==> config.mk <==
export PLATFORM = sky130hd
export DESIGN_NAME = move_multiply_instr_exec
export DESIGN_NICKNAME = d
export VERILOG_FILES = /design/src/reg_bank.v /design/src/ea_mode_check.v /design/src/move_multiply_instr_exec.v
export VERILOG_INCLUDE_DIRS = /design/src
export SDC_FILE = /design/constraint.sdc
export NUM_CORES = 2
export LEC_CHECK = 0
export ABC_AREA = 1
export BUFFER_PORTS_ARGS = -buffer_cell sky130_fd_sc_hd__buf_2
export CORE_MARGIN = 1.5
export CORE_UTILIZATION = 63
export CTS_BUF_LIST = sky130_fd_sc_hd__clkbuf_8
export DETAILED_ROUTE_END_ITERATION = 8
export PLACE_DENSITY = 0.84
export SETUP_SLACK_MARGIN = 0.2
export SYNTH_ARGS = -nofsm -noshare
export SYNTH_HDL_FRONTEND = slang
export SYNTH_HIERARCHICAL = 1
export SYNTH_SLANG_ARGS = --single-unit
export TNS_END_PERCENT = 100
==> constraint.sdc <==
create_clock -name clk -period 7.1 [get_ports clk]
set_input_delay 0.71 -clock clk [delete_from_list [all_inputs] [get_ports clk]]
set_output_delay 0.71 -clock clk [all_outputs]
set_load 0.01 [all_outputs]
==> src/move_multiply_regs.vh <==
// Field positions, encodings and step sizes for the move and multiply unit
`ifndef MOVE_MULTIPLY_REGS_VH
`define MOVE_MULTIPLY_REGS_VH

// Opcode fields
`define OP_TOP 15:12
`define OP_REG 11:9
`define OP_BIT8 8
`define OPERATION_SUBFIELD 8:6
`define OP_EA_MODE 5:3
`define OP_EA_REG 2:0
`define OP_DIR 10
`define OP_SIZE 6
`define OP_IMM 7:0
`define OP_MT_TOP 15:11
`define OP_MT_MID 9:7

// Opcode patterns
`define TOP_QUICK 4'h7
`define TOP_MUL 4'hC
`define TOP_PERIPH 4'h0
`define MT_TOP_VAL 5'h09
`define MT_MID_VAL 3'h1
`define MODE_SIGNED_MULTIPLY 3'h7
`define MODE_UNSIGNED_MULTIPLY 3'h3

// Peripheral operation subfield
`define PB_LOAD_W 3'h4
`define PB_LOAD_L 3'h5
`define PB_STORE_W 3'h6
`define PB_STORE_L 3'h7

// Addressing modes
`define EA_DREG 3'h0
`define EA_AREG 3'h1
`define EA_IND 3'h2
`define EA_POSTINC 3'h3
`define EA_PREDEC 3'h4
`define EA_DISP 3'h5
`define EA_INDEX 3'h6
`define EA_EXT 3'h7
`define EXT_ABS_W 3'h0
`define EXT_ABS_L 3'h1
`define EXT_PC_DISP 3'h2
`define EXT_PC_INDEX 3'h3
`define EXT_IMM 3'h4

// Mode check classes
`define CLS_STORE_MT 2'h0
`define CLS_LOAD_MT 2'h1
`define CLS_DATA 2'h2

// Condition code bit positions: X N Z V C
`define CC_X 4
`define CC_N 3
`define CC_Z 2
`define CC_V 1
`define CC_C 0

// Steps and counts
`define ADDR_STEP 32'h00000002
`define AREG_BASE 4'h8
`define MASK_END 5'h10
`define PB_WORD_BYTES 3'h2
`define PB_LONG_BYTES 3'h4

`endif

==> src/reg_bank.v <==
// Sixteen data and address registers with registered read ports
`default_nettype none
module reg_bank #(
  parameter WIDTH = 32,
  parameter DEPTH = 16,
  parameter SEL_W = 4
) (
  // Clock and reset
  input wire clk,
  input wire rst,
  // Write port
  input wire we,
  input wire [SEL_W-1:0] wsel,
  input wire [WIDTH-1:0] wdata,
  // Read ports
  input wire [SEL_W-1:0] rsel_a,
  output reg [WIDTH-1:0] rdata_a,
  input wire [SEL_W-1:0] rsel_b,
  output reg [WIDTH-1:0] rdata_b
);
  reg [WIDTH-1:0] mem [0:DEPTH-1];

  always @(posedge clk) begin
    if (we) begin
      mem[wsel] <= wdata;
    end
  end

  // Reads see the old word when written in the same cycle
  always @(posedge clk) begin
    if (rst) begin
      rdata_a <= {WIDTH{1'b0}};
      rdata_b <= {WIDTH{1'b0}};
    end else begin
      rdata_a <= mem[rsel_a];
      rdata_b <= mem[rsel_b];
    end
  end
endmodule
`default_nettype wire

==> src/ea_mode_check.v <==
// Addressing mode legality for each instruction class
`include "move_multiply_regs.vh"
`default_nettype none
module ea_mode_check (
  // Mode fields
  input wire [2:0] mode,
  input wire [2:0] rsel,
  input wire [1:0] cls,
  // Verdict
  output reg legal
);
  always @* begin
    legal = 1'b0;
    case (cls)
      `CLS_STORE_MT: begin
        case (mode)
          `EA_IND, `EA_PREDEC, `EA_DISP, `EA_INDEX: legal = 1'b1;
          `EA_EXT: legal = (rsel == `EXT_ABS_W) || (rsel == `EXT_ABS_L);
          default: legal = 1'b0;
        endcase
      end
      `CLS_LOAD_MT: begin
        case (mode)
          `EA_IND, `EA_POSTINC, `EA_DISP, `EA_INDEX: legal = 1'b1;
          `EA_EXT: legal = (rsel <= `EXT_PC_INDEX);
          default: legal = 1'b0;
        endcase
      end
      `CLS_DATA: begin
        case (mode)
          `EA_AREG: legal = 1'b0;
          `EA_EXT: legal = (rsel <= `EXT_IMM);
          default: legal = 1'b1;
        endcase
      end
      default: legal = 1'b0;
    endcase
  end
endmodule
`default_nettype wire

==> src/move_multiply_instr_exec.v <==
// Execution unit for multi-register, peripheral, quick load and multiplies
// What this block does
// - Direction bit zero stores, one loads
// - Size bit picks word or long per register
// - Store transfer accepts non-PC control modes and predecrement
// - Load transfer accepts control, postincrement, PC modes
// - Mask low bit is first register moved
// - Predecrement reverses mask: bit 15 is D0
// - Predecrement stores downward, base holds last address
// - Postincrement loads upward, base gets last plus two
// - Loaded words are sign extended to 32
// - One extra read one word above last, none with predecrement
// - Peripheral bytes at every other address
// - Peripheral moves most significant byte first
// - Peripheral address is An plus displacement
// - Even address upper half, odd lower half
// - Decode peripheral operation subfield 100 to 111
// - Peripheral transfer leaves condition codes alone
// - Quick load sign extends low byte to Dn
// - Quick load is 0111 with bit 8 zero
// - Set N and Z, clear V C, keep X
// - Signed multiply of low words, 32-bit product
// - Unsigned multiply of low words, 32-bit product
// - Multiply register is destination, no An source
`include "move_multiply_regs.vh"
`default_nettype none
module move_multiply_instr_exec #(
  parameter ADDR_W = 32
) (
  // Clock and reset
  input wire clk,
  input wire rst,
  // Instruction
  input wire start,
  input wire [15:0] opcode,
  input wire [15:0] ext_word,
  input wire [ADDR_W-1:0] ea_addr,
  input wire [31:0] src_operand,
  // Status
  output wire busy,
  output wire done,
  output reg illegal_q,
  output reg [4:0] ccr_q,
  // Register access while idle
  input wire reg_we,
  input wire [3:0] reg_sel,
  input wire [31:0] reg_wdata,
  output wire [31:0] reg_rdata,
  // Memory bus
  output wire mem_req,
  output wire mem_we,
  output reg [ADDR_W-1:0] mem_addr,
  output reg [15:0] mem_wdata,
  output wire mem_upper,
  output wire mem_lower,
  input wire [15:0] mem_rdata,
  input wire mem_ack
);
  localparam S_IDLE = 4'h0;
  localparam S_MUL = 4'h1;
  localparam S_PB_ADDR = 4'h2;
  localparam S_PB_DATA = 4'h3;
  localparam S_PB_BUS = 4'h4;
  localparam S_PB_WR = 4'h5;
  localparam S_MT_SCAN = 4'h6;
  localparam S_MT_RDW = 4'h7;
  localparam S_MT_BUS = 4'h8;
  localparam S_MT_WR = 4'h9;
  localparam S_MT_BASE = 4'hA;
  localparam S_MT_EXTRA = 4'hB;
  localparam S_DONE = 4'hC;

  reg [3:0] state_q;
  reg [15:0] op_q;
  reg [15:0] mask_q;
  reg [4:0] idx_q;
  reg [3:0] ridx_q;
  reg [ADDR_W-1:0] cur_q;
  reg [31:0] data_q;
  reg [31:0] acc_q;
  reg [31:0] src_q;
  reg [2:0] cnt_q;
  reg wcnt_q;

  // Decode of the live opcode
  wire [2:0] ea_mode = opcode[`OP_EA_MODE];
  wire [2:0] ea_reg = opcode[`OP_EA_REG];
  wire is_quick = (opcode[`OP_TOP] == `TOP_QUICK) &&
                  !opcode[`OP_BIT8];
  wire is_mul = (opcode[`OP_TOP] == `TOP_MUL) &&
                ((opcode[`OPERATION_SUBFIELD] == `MODE_SIGNED_MULTIPLY) ||
                 (opcode[`OPERATION_SUBFIELD] == `MODE_UNSIGNED_MULTIPLY));
  wire is_pb = (opcode[`OP_TOP] == `TOP_PERIPH) && opcode[`OP_BIT8] &&
               (ea_mode == `EA_AREG);
  wire is_mt = (opcode[`OP_MT_TOP] == `MT_TOP_VAL) &&
               (opcode[`OP_MT_MID] == `MT_MID_VAL);
  wire mt_load_in = opcode[`OP_DIR];
  reg [1:0] cls;
  wire mode_ok;

  always @* begin
    if (is_mul) begin
      cls = `CLS_DATA;
    end else if (mt_load_in) begin
      cls = `CLS_LOAD_MT;
    end else begin
      cls = `CLS_STORE_MT;
    end
  end

  ea_mode_check u_check (
    .mode(ea_mode),
    .rsel(ea_reg),
    .cls(cls),
    .legal(mode_ok)
  );

  // Fields of the held opcode
  wire mt_load = op_q[`OP_DIR];
  wire mt_long = op_q[`OP_SIZE];
  wire mt_predec = (op_q[`OP_EA_MODE] == `EA_PREDEC);
  wire mt_postinc = (op_q[`OP_EA_MODE] == `EA_POSTINC);
  wire [2:0] pb_op = op_q[`OPERATION_SUBFIELD];
  wire pb_load = (pb_op == `PB_LOAD_W) || (pb_op == `PB_LOAD_L);
  wire pb_long = (pb_op == `PB_LOAD_L) || (pb_op == `PB_STORE_L);
  wire [2:0] pb_bytes = pb_long ? `PB_LONG_BYTES : `PB_WORD_BYTES;
  wire [3:0] dreg = {1'b0, op_q[`OP_REG]};
  wire [3:0] areg = `AREG_BASE | {1'b0, op_q[`OP_EA_REG]};

  // Mask mapping differs for predecrement
  wire [3:0] mt_reg = mt_predec ? (4'hF - idx_q[3:0]) : idx_q[3:0];
  wire mt_last_word = (wcnt_q == mt_long);

  // Displacement sign, taken from the held extension word
  wire op_q_disp_sign = mask_q[15];

  // Register bank ports
  reg bank_we;
  reg [3:0] bank_wsel;
  reg [31:0] bank_wdata;
  reg [3:0] bank_rsel;
  wire [31:0] bank_rdata;

  // Products of the low words; upper words never reach the multiplier
  // Destination comes straight from the bank read launched at start
  wire signed [31:0] prod_s =
    $signed(src_q[15:0]) * $signed(bank_rdata[15:0]);
  wire [31:0] prod_u = src_q[15:0] * bank_rdata[15:0];
  wire [31:0] mul_res = (op_q[`OPERATION_SUBFIELD] == `MODE_SIGNED_MULTIPLY) ? prod_s : prod_u;
  wire [31:0] quick_res = {{24{opcode[7]}}, opcode[`OP_IMM]};

  reg_bank #(
    .WIDTH(32),
    .DEPTH(16),
    .SEL_W(4)
  ) u_bank (
    .clk(clk),
    .rst(rst),
    .we(bank_we),
    .wsel(bank_wsel),
    .wdata(bank_wdata),
    .rsel_a(bank_rsel),
    .rdata_a(bank_rdata),
    .rsel_b(reg_sel),
    .rdata_b(reg_rdata)
  );

  always @* begin
    bank_we = 1'b0;
    bank_wsel = reg_sel;
    bank_wdata = reg_wdata;
    bank_rsel = dreg;
    case (state_q)
      S_IDLE: begin
        if (start && is_quick) begin
          bank_we = 1'b1;
          bank_wsel = {1'b0, opcode[`OP_REG]};
          bank_wdata = quick_res;
        end else if (!start) begin
          bank_we = reg_we;
        end
        bank_rsel = is_pb ? (`AREG_BASE | {1'b0, ea_reg}) :
                    {1'b0, opcode[`OP_REG]};
      end
      S_MUL: begin
        bank_we = 1'b1;
        bank_wsel = dreg;
        bank_wdata = mul_res;
      end
      S_PB_ADDR: bank_rsel = dreg;
      S_PB_WR: begin
        bank_we = 1'b1;
        bank_wsel = dreg;
        bank_wdata = pb_long ? acc_q : {data_q[31:16], acc_q[15:0]};
      end
      S_MT_SCAN: bank_rsel = mt_reg;
      S_MT_WR: begin
        bank_we = 1'b1;
        bank_wsel = ridx_q;
        bank_wdata = mt_long ? acc_q :
                     {{16{acc_q[15]}}, acc_q[15:0]};
      end
      S_MT_BASE: begin
        bank_we = mt_predec || mt_postinc;
        bank_wsel = areg;
        bank_wdata = cur_q;
      end
      default: bank_we = 1'b0;
    endcase
  end

  // Memory bus drive
  wire in_pb = (state_q == S_PB_BUS);
  wire in_mt = (state_q == S_MT_BUS);
  assign mem_req = in_pb || in_mt || (state_q == S_MT_EXTRA);
  assign mem_we = (in_pb && !pb_load) || (in_mt && !mt_load);
  // Whole-word cycles use both halves
  assign mem_upper = in_pb ? !cur_q[0] : mem_req;
  assign mem_lower = in_pb ? cur_q[0] : mem_req;
  wire [7:0] pb_byte = pb_long ? data_q[31:24] : data_q[15:8];
  wire [15:0] mt_hi_sel = (wcnt_q != mt_predec) ? data_q[31:16] :
                          data_q[15:0];

  always @* begin
    mem_addr = cur_q;
    mem_wdata = {pb_byte, pb_byte};
    if (in_mt) begin
      mem_addr = mt_predec ? cur_q - `ADDR_STEP : cur_q;
      mem_wdata = mt_long ? mt_hi_sel : data_q[15:0];
    end
  end

  wire [7:0] rd_byte = cur_q[0] ? mem_rdata[7:0] : mem_rdata[15:8];

  assign busy = (state_q != S_IDLE);
  assign done = (state_q == S_DONE);

  always @(posedge clk) begin
    if (rst) begin
      state_q <= S_IDLE;
      op_q <= 16'h0000;
      mask_q <= 16'h0000;
      idx_q <= 5'h00;
      ridx_q <= 4'h0;
      cur_q <= {ADDR_W{1'b0}};
      data_q <= 32'h00000000;
      acc_q <= 32'h00000000;
      src_q <= 32'h00000000;
      cnt_q <= 3'h0;
      wcnt_q <= 1'b0;
      illegal_q <= 1'b0;
      ccr_q <= 5'h00;
    end else begin
      illegal_q <= 1'b0;
      case (state_q)
        S_IDLE: begin
          if (start) begin
            op_q <= opcode;
            src_q <= src_operand;
            mask_q <= ext_word;
            idx_q <= 5'h00;
            cur_q <= ea_addr;
            acc_q <= 32'h00000000;
            if (is_quick) begin
              ccr_q[`CC_N] <= quick_res[31];
              ccr_q[`CC_Z] <= (quick_res == 32'h00000000);
              ccr_q[`CC_V] <= 1'b0;
              ccr_q[`CC_C] <= 1'b0;
              state_q <= S_DONE;
            end else if (is_mul && mode_ok) begin
              state_q <= S_MUL;
            end else if (is_pb) begin
              state_q <= S_PB_ADDR;
            end else if (is_mt && mode_ok) begin
              state_q <= S_MT_SCAN;
            end else begin
              illegal_q <= 1'b1;
            end
          end
        end
        S_MUL: begin
          ccr_q[`CC_N] <= mul_res[31];
          ccr_q[`CC_Z] <= (mul_res == 32'h00000000);
          ccr_q[`CC_V] <= 1'b0;
          ccr_q[`CC_C] <= 1'b0;
          state_q <= S_DONE;
        end
        S_PB_ADDR: begin
          cur_q <= bank_rdata + {{16{op_q_disp_sign}}, mask_q};
          cnt_q <= 3'h0;
          state_q <= S_PB_DATA;
        end
        S_PB_DATA: begin
          data_q <= bank_rdata;
          state_q <= S_PB_BUS;
        end
        S_PB_BUS: begin
          if (mem_ack) begin
            cur_q <= cur_q + `ADDR_STEP;
            // Loads keep the upper word intact for the final write
            if (!pb_load) begin
              data_q <= {data_q[23:0], 8'h00};
            end
            acc_q <= {acc_q[23:0], rd_byte};
            cnt_q <= cnt_q + 3'h1;
            if (cnt_q + 3'h1 == pb_bytes) begin
              state_q <= pb_load ? S_PB_WR : S_DONE;
            end
          end
        end
        S_PB_WR: begin
          // Condition codes untouched here
          state_q <= S_DONE;
        end
        S_MT_SCAN: begin
          wcnt_q <= 1'b0;
          ridx_q <= mt_reg;
          if (idx_q == `MASK_END) begin
            state_q <= S_MT_BASE;
          end else if (mask_q[idx_q[3:0]]) begin
            state_q <= mt_load ? S_MT_BUS : S_MT_RDW;
          end else begin
            idx_q <= idx_q + 5'h01;
          end
        end
        S_MT_RDW: begin
          data_q <= bank_rdata;
          state_q <= S_MT_BUS;
        end
        S_MT_BUS: begin
          if (mem_ack) begin
            cur_q <= mt_predec ? cur_q - `ADDR_STEP :
                     cur_q + `ADDR_STEP;
            acc_q <= {acc_q[15:0], mem_rdata};
            wcnt_q <= 1'b1;
            if (mt_last_word) begin
              if (mt_load) begin
                state_q <= S_MT_WR;
              end else begin
                idx_q <= idx_q + 5'h01;
                state_q <= S_MT_SCAN;
              end
            end
          end
        end
        S_MT_WR: begin
          idx_q <= idx_q + 5'h01;
          state_q <= S_MT_SCAN;
        end
        S_MT_BASE: begin
          // A trailing prefetch-style read, skipped when storing downward
          state_q <= mt_predec ? S_DONE : S_MT_EXTRA;
        end
        S_MT_EXTRA: begin
          if (mem_ack) begin
            state_q <= S_DONE;
          end
        end
        S_DONE: state_q <= S_IDLE;
        default: state_q <= S_IDLE;
      endcase
    end
  end
endmodule
`default_nettype wire

# --- Word-level counts from Yosys, hierarchy flattened ---
# Memories as Yosys holds them, arrays and structs flattened. A register that Yosys moved wholly into a read port is not among the register bits.
# Index checks and enable logic that the tools add are counted.
op_classes:
  n_eq_ne: 50
  addsub: 6
  order_cmp: 3
  n_bitwise: 2
  muxes: 77
  n_mul: 2
  reduce_logical: 51
ops:
  columns: ["op", "count"]
  rows:
  - ["$mux W32", 15]
  - ["$pmux W32 S5", 1]
  - ["$pmux W32 S4", 1]
  - ["$pmux W32 S3", 1]
  - ["$mux W4", 20]
  - ["$logic_not A32 Y1", 2]
  - ["$mul A16 B16 Y32", 2]
  - ["$pmux W32 S2", 1]
  - ["$mux W16", 3]
  - ["$pmux W4 S11", 1]
  - ["$add A32 B2 Y32 const B", 1]
  - ["$add A32 B32 Y32", 1]
  - ["$sub A32 B2 Y32 const B", 1]
  - ["$mux W5", 6]
  - ["$eq A3 B3 Y1 const B", 9]
  - ["$eq A4 B4 Y1 const B", 6]
  - ["$eq A4 B3 Y1 const B", 5]
  - ["$ne A2 B2 Y1 const B", 10]
  - ["$pmux W5 S4", 1]
  - ["$mux W8", 2]
  - ["$pmux W4 S2", 2]
  - ["$pmux W4 S4", 1]
  - ["$eq A3 B2 Y1 const B", 4]
  - ["$reduce_bool A4 Y1", 3]
  - ["44 further kinds", 92]
totals:
  memories: 1
  ram_bits: 512
  out_inout_bits: 92
  register_bits: 162
memory_table:
  columns: ["memory", "depth", "word_bits", "read_ports", "rd_clocked_by_memory_dff", "wr", "line", "rtl"]
  rows:
  - ["u_bank.mem", 16, 32, 2, 2, 1, "reg_bank.v:21", "reg [WIDTH-1:0] mem [0:DEPTH-1];"]

# --- Longest topological paths before layout ---
logic_depth:
  word_depth: 13
  ltp_mapped: 36
  depth_no_buf: 34

# --- Hierarchy ---
# Netlist, hierarchy kept.
modules_own_cells:
  columns: ["module", "seq_area_each_um2", "area_each_um2", "instances", "cells_each"]
  rows:
  - ["move_multiply_instr_exec", 3203.1, 29544.6, 1, 4418]
  - ["reg_bank", 16656.0, 28651.2, 1, 3324]
  - ["ea_mode_check", 0.0, 76.3, 1, 17]

# --- Least setup slack after synthesis ---
# Ideal clock, no wire load.
synth_timing:
  kind: "reg2reg"
  from: "reg src_q[15]"
  to: "mem u_bank.mem[0][31], data pin"
  slack_ps: 597
  period_less_slack_ps: 6503
  path_stages_with_launch: 27
  arrival_ps: 6212
  path_cell_list: "dfxtp_1 clkbuf_1 clkbuf_1 nand2_1 inv_1 fa_1 fa_1 fa_1 fa_1 fa_1 inv_1 fa_1 inv_1 ha_1 nand2_1 nor2_1 inv_1 nor2_1 and2_1 nand2_1 inv_1 nor2_1 nand2_1 nand3_1 nand2_1 nand2_1 a21oi_1"
synth_via:
  elab_chain_cells: 3
  word_cells_on_any_way: 4
  classes_between: "2 x mul; 2 x mux"
synth_rtl:
  columns: ["item", "line", "rtl"]
  rows:
  - ["start: declaration", "move_multiply_instr_exec.v:81", "reg [31:0] src_q;"]
  - ["start signal: assignment", "move_multiply_instr_exec.v:259", "src_q <= src_operand;"]
  - ["$mul A16 B16 Y32 (on tied branches)", "move_multiply_instr_exec.v:148, move_multiply_instr_exec.v:147", null]
  - ["$mux W32 *", "move_multiply_instr_exec.v:149", "wire [31:0] mul_res = (op_q[`OPERATION_SUBFIELD] == `MODE_SIGNED_MULTIPLY) ? prod_s : prod_u;"]
  - ["$pmux W32 S5 *", "move_multiply_instr_exec.v:173", "case (state_q)"]
  - ["net bank_wdata[31]", "move_multiply_instr_exec.v:140", "reg [31:0] bank_wdata;"]
  - ["end: declaration", "reg_bank.v:21", null]
# Mark *: on every way through the listed nets, which the timed path passes. The rest lies on a longest branch.

# --- Final worst setup path ---
layout_timing:
  from: "reg u_bank.rdata_a[8] (read register of u_bank.mem)"
  to: "mem u_bank.mem[3][22], data pin"
layout_via:
  elab_chain_cells: 3
  word_cells_on_any_way: 4
  classes_between: "2 x mul; 2 x mux"
layout_rtl:
  columns: ["item", "line", "rtl"]
  rows:
  - ["start: declaration", "reg_bank.v:17", "output reg [WIDTH-1:0] rdata_a,"]
  - ["$mul A16 B16 Y32 (on tied branches)", "move_multiply_instr_exec.v:148, move_multiply_instr_exec.v:147", null]
  - ["$mux W32 *", "move_multiply_instr_exec.v:149", null]
  - ["$pmux W32 S5 *", "move_multiply_instr_exec.v:173", null]
  - ["net bank_wdata[22]", "move_multiply_instr_exec.v:140", null]
# Marked as above.

==> summary.md <==
| Metric | Value |
|---|---|
| Run status | complete, but fails checks |
| Failing checks | DRC |
| Boundary Pins | 245 |
| Maximum clock insertion buffer count | 3 |
| R2r worst-path depth | 24 |
| CP Max Fanout | 16 |
| Post-synthesis async set-or-reset flop share | 0% |
| GRT overflow | 0 |
| FF-to-FF End | u_bank/mem[3][22]$_DFFE_PP_ |
| Max VDD drop | 0.000432 V |
| CTS Root Cell | clkbuf_8 |
| Avg Inst Size Synth | 7.51 µm² |
| Cell area after synthesis | 58300 µm² |
| Setup Buffers After CTS | 0 |
| Worst-Margin Slew | 1.31 ns |
| Top-count cell post-synth | nand2_1 |
| First DRT Iteration DRCs | 8003 |
| Setup slack, reg-to-reg | 0.39 ns |
| Crit end category | register |
| Number of global-route vias before repair | 54600 |
| Required time of the critical path | 7.69 ns |
| DR WL/cell | 23.0 µm |
| TritonCTS buffer count | 119 |
| Vias | 56300 |
| Synth cell types | 60 |
| Number of clock sinks | 736 |
| Detailed Route WL | 211 mm |
| Pleak | 30.7 nW |
| Number of synthesized flops with an enable pin | 512 |
| Rel. slew slack | 13.0% |
| Top-area cell type share of the netlist area | 26.4% |
| Post-Syn Instances | 7759 |
| Prevailing post-synth register cell | edfxtp_1 |
| Via density | 6.15 |
| Fillcell total | 7380 |
| Clk_skew | 0.0718 ns |
| Synth area leaders | edfxtp_1 (26%), nand2_1 (13%), fa_1 (12%) |
| First drt pass iteration count | 9 |
| Die boundary width | 307 µm |
| Die Span Y | 307 µm |
| Flops & latches, synth | 736 |
| Hold Fails Final Rpt | 0 |
| Maximum clock rate | 0.149 GHz |
| Minimum clock period | 6.71 ns |
| Setup CP Type | register to register |
| # setup viols final | 0 |
| Std-Cell Rows | 111 |
| Worst hold-check path type | input pin to register |
| Final Slew Violations | 0 |
| First-pass GRT wire length | 315 mm |
| Initial Utilization | 63.6% |
| CTS clk-pin slew, worst paths | 0.07 ns |
| Final worst-path cycle share | 94.6% |
| Most instantiated cells after synthesis | nand2_1 (2012), inv_1 (1454), nand3_1 (1102) |
| Synth warn | 6 |
| Initial antenna violation count | 9 |
| PortBufs | 225 |
| Worst-Skew Late Latency | 0.88 ns |
| Area grow syn2layout | 8.01% |
| Largest net degree at the start of global routing | 139 |
| HP Start | ea_addr[9] |
| Hold worst-path end | cur_q[9]$_SDFFE_PP0P_ |
| Origin of the critical flop-to-flop path | u_bank/rdata_a[8]$_SDFF_PP0_ |
| Drt drc | 4 |
| Sum Neg Setup Slack | 0 ns |
| Core area | 91700 µm² |
| GR Util All Layers | 44.2% |
| PD cells | 562 nW/µm² |
| Hold-fix buffers at CTS | 0 |
| Biggest area consumer among synthesized cells | edfxtp_1 |
| Worst setup SP type | register |
| RSZ-0062 raised after global routing | no |
| Hold Crit Depth | 3 |
| Gpl congestion | 1.02 |
| Layout cells sized above 1 | 8.61% |
| Final ANT Viol Nets | 0 |
| Final #Nets | 8566 |
| WP data arrival | 7.30 ns |
| Die Area | 94300 µm² |
| Max-cap violation count | 0 |
| DP Wirelength | 148 mm |
| Seq/Total Area, Yosys | 34.1% |
| CTS tree | done |
| Final Util | 68.7% |
| H-tree lvl count | 3 |
[how the worst max path moves through the flow]
stage                            startpoint                          end  slack (ns)  cells past startpoint
2_1_floorplan        src_q[15]$_SDFFE_PP0P_  u_bank/mem[0][31]$_DFFE_PP_        0.60                     26
3_3_place_gp   u_bank/rdata_a[4]$_SDFF_PP0_  u_bank/mem[9][30]$_DFFE_PP_        0.21                     22
3_5_place_dp   u_bank/rdata_a[4]$_SDFF_PP0_  u_bank/mem[9][30]$_DFFE_PP_        0.13                     22
4_1_cts              src_q[15]$_SDFFE_PP0P_  u_bank/mem[4][30]$_DFFE_PP_        0.23                     22
5_1_grt        u_bank/rdata_a[4]$_SDFF_PP0_  u_bank/mem[4][29]$_DFFE_PP_        0.19                     24
6_report       u_bank/rdata_a[8]$_SDFF_PP0_  u_bank/mem[3][22]$_DFFE_PP_        0.39                     24
[what timing repair did]
| item | 4_1_cts | 5_1_grt |
|---|---|---|
| gates resized for setup | 1 | 25 |
| cloned | 0 | 0 |
| pin swaps | 0 | 2 |
| setup endpoints to repair | 16 | 305 |
[layer usage]
layer  part of all wire (%)  routed length, µm  vias to the layer above  global-route usage, %
met5                  0.015                 32                        -                      0
met4                    7.7              16200                        4                   29.7
met3                     14              29200                     1009                   11.6
met2                     43              91200                     4250                   66.6
met1                     35              74100                    26100                   56.1
li1                       -                  -                    25000                      -
[power breakdown]
| part | total [mW] | internal (mW) | switching [mW] | leakage, nW |
|---|---|---|---|---|
| sequential | 7.04 | 6.23 | 0.802 | 6.48 |
| clock | 4.05 | 2.14 | 1.91 | 1.47 |
| combinational | 24.3 | 7.60 | 16.7 | 22.8 |
| total | 35.4 | 16.0 | 19.4 | 30.7 |
[final cells by class]
cell class / instances / area (µm²) / share of cell area, %
multi-input combinational: 5128 / 30900 / 49.1
sequential: 736 / 19900 / 31.6
inverter: 1491 / 5620 / 8.93
timing repair buffer: 380 / 2380 / 3.78
clock buffer: 142 / 1950 / 3.11
tap: 1186 / 1480 / 2.36
clock inverter: 86 / 671 / 1.07
antenna: 12 / 30.0 / 0.0477
[critical path, cell delays in order, from the launching register on]
cell and delay, ns:
dfxtp_1 0.38, buf_4 0.30, nand2_1 0.14, fa_1 0.51
fa_1 0.53, fa_1 0.58, inv_1 0.06, fa_1 0.48
fa_1 0.50, inv_1 0.05, fa_1 0.52, inv_1 0.06
ha_1 0.39, nand2_1 0.10, nor2_1 0.18, inv_1 0.13
nor2_2 0.17, nand4_1 0.25, nand3_1 0.17, nand2_1 0.06
nand3_1 0.11, nand2_1 0.13, nand2_1 0.17, a41oi_2 0.18
buf_4 0.28
[layout by cell type (no fill, tap or decap), types with 13 or more instances in the layout]
cell | synthesis | final
o21ai_0 | 323 | 320
xnor2_1 | 16 | 16
o21bai_1 | 22 | 22
inv_1 | 1454 | 1486
a21oi_1 | 325 | 324
buf_2 | 149 | 222
xor2_1 | 26 | 26
clkbuf_8 | 0 | 143
nor3_1 | 38 | 36
o22ai_1 | 13 | 13
nand2_1 | 2012 | 2012
nor2_2 | 16 | 19
ha_1 | 194 | 194
dfxtp_2 | 0 | 14
nand4_1 | 57 | 57
inv_2 | 30 | 29
dfxtp_1 | 224 | 210
nor2_4 | 5 | 21
a31oi_1 | 52 | 52
fa_1 | 363 | 361
nand3_1 | 1102 | 1099
buf_4 | 15 | 149
a221oi_1 | 41 | 41
o21ai_1 | 20 | 22
edfxtp_1 | 512 | 512
clkinv_1 | 4 | 19
a211oi_1 | 33 | 33
clkinv_2 | 0 | 19
nor2_1 | 336 | 317
[flip-flops by register name, indices dropped and copies added (netlist names), 2 cells and up]
signal,flops
u_bank/mem,512
acc_q,32
cur_q,32
data_q,32
u_bank/rdata_a,32
u_bank/rdata_b,32
mask_q,16
src_q,16
op_q,12
idx_q,5
ridx_q,4
state_q,4
cnt_q,3
ccr_q,2
[kinds of logic after synthesis]
logic type	count (synthesis)	share of synthesized area (%)
AOI/OAI and AO/OA	906	8.89
other	1	0.00644
muxes	2	0.0344
DFF	736	34.1
buffers and inverters	1897	13.2
and+or+nand+nor	3618	26.5
adders and majority gates	557	16.6
xor gates and xnor gates	42	0.631
[metrics by stage]
stage,total power [mW],worst slack (ns),hold WS [ns],std cells,area (µm²)
finish,35.4,0.385,0.102,9161,62900
global route,37.9,0.191,0.119,9151,62900
CTS,34.6,0.232,0.0850,9149,62900
detailed placement,30.4,0.127,0.457,8921,60200
global placement,30.0,0.207,0.451,8921,60200
floorplan,22.6,0.597,0.430,7761,58300
Note: power is estimated with default switching activity, not from simulation.
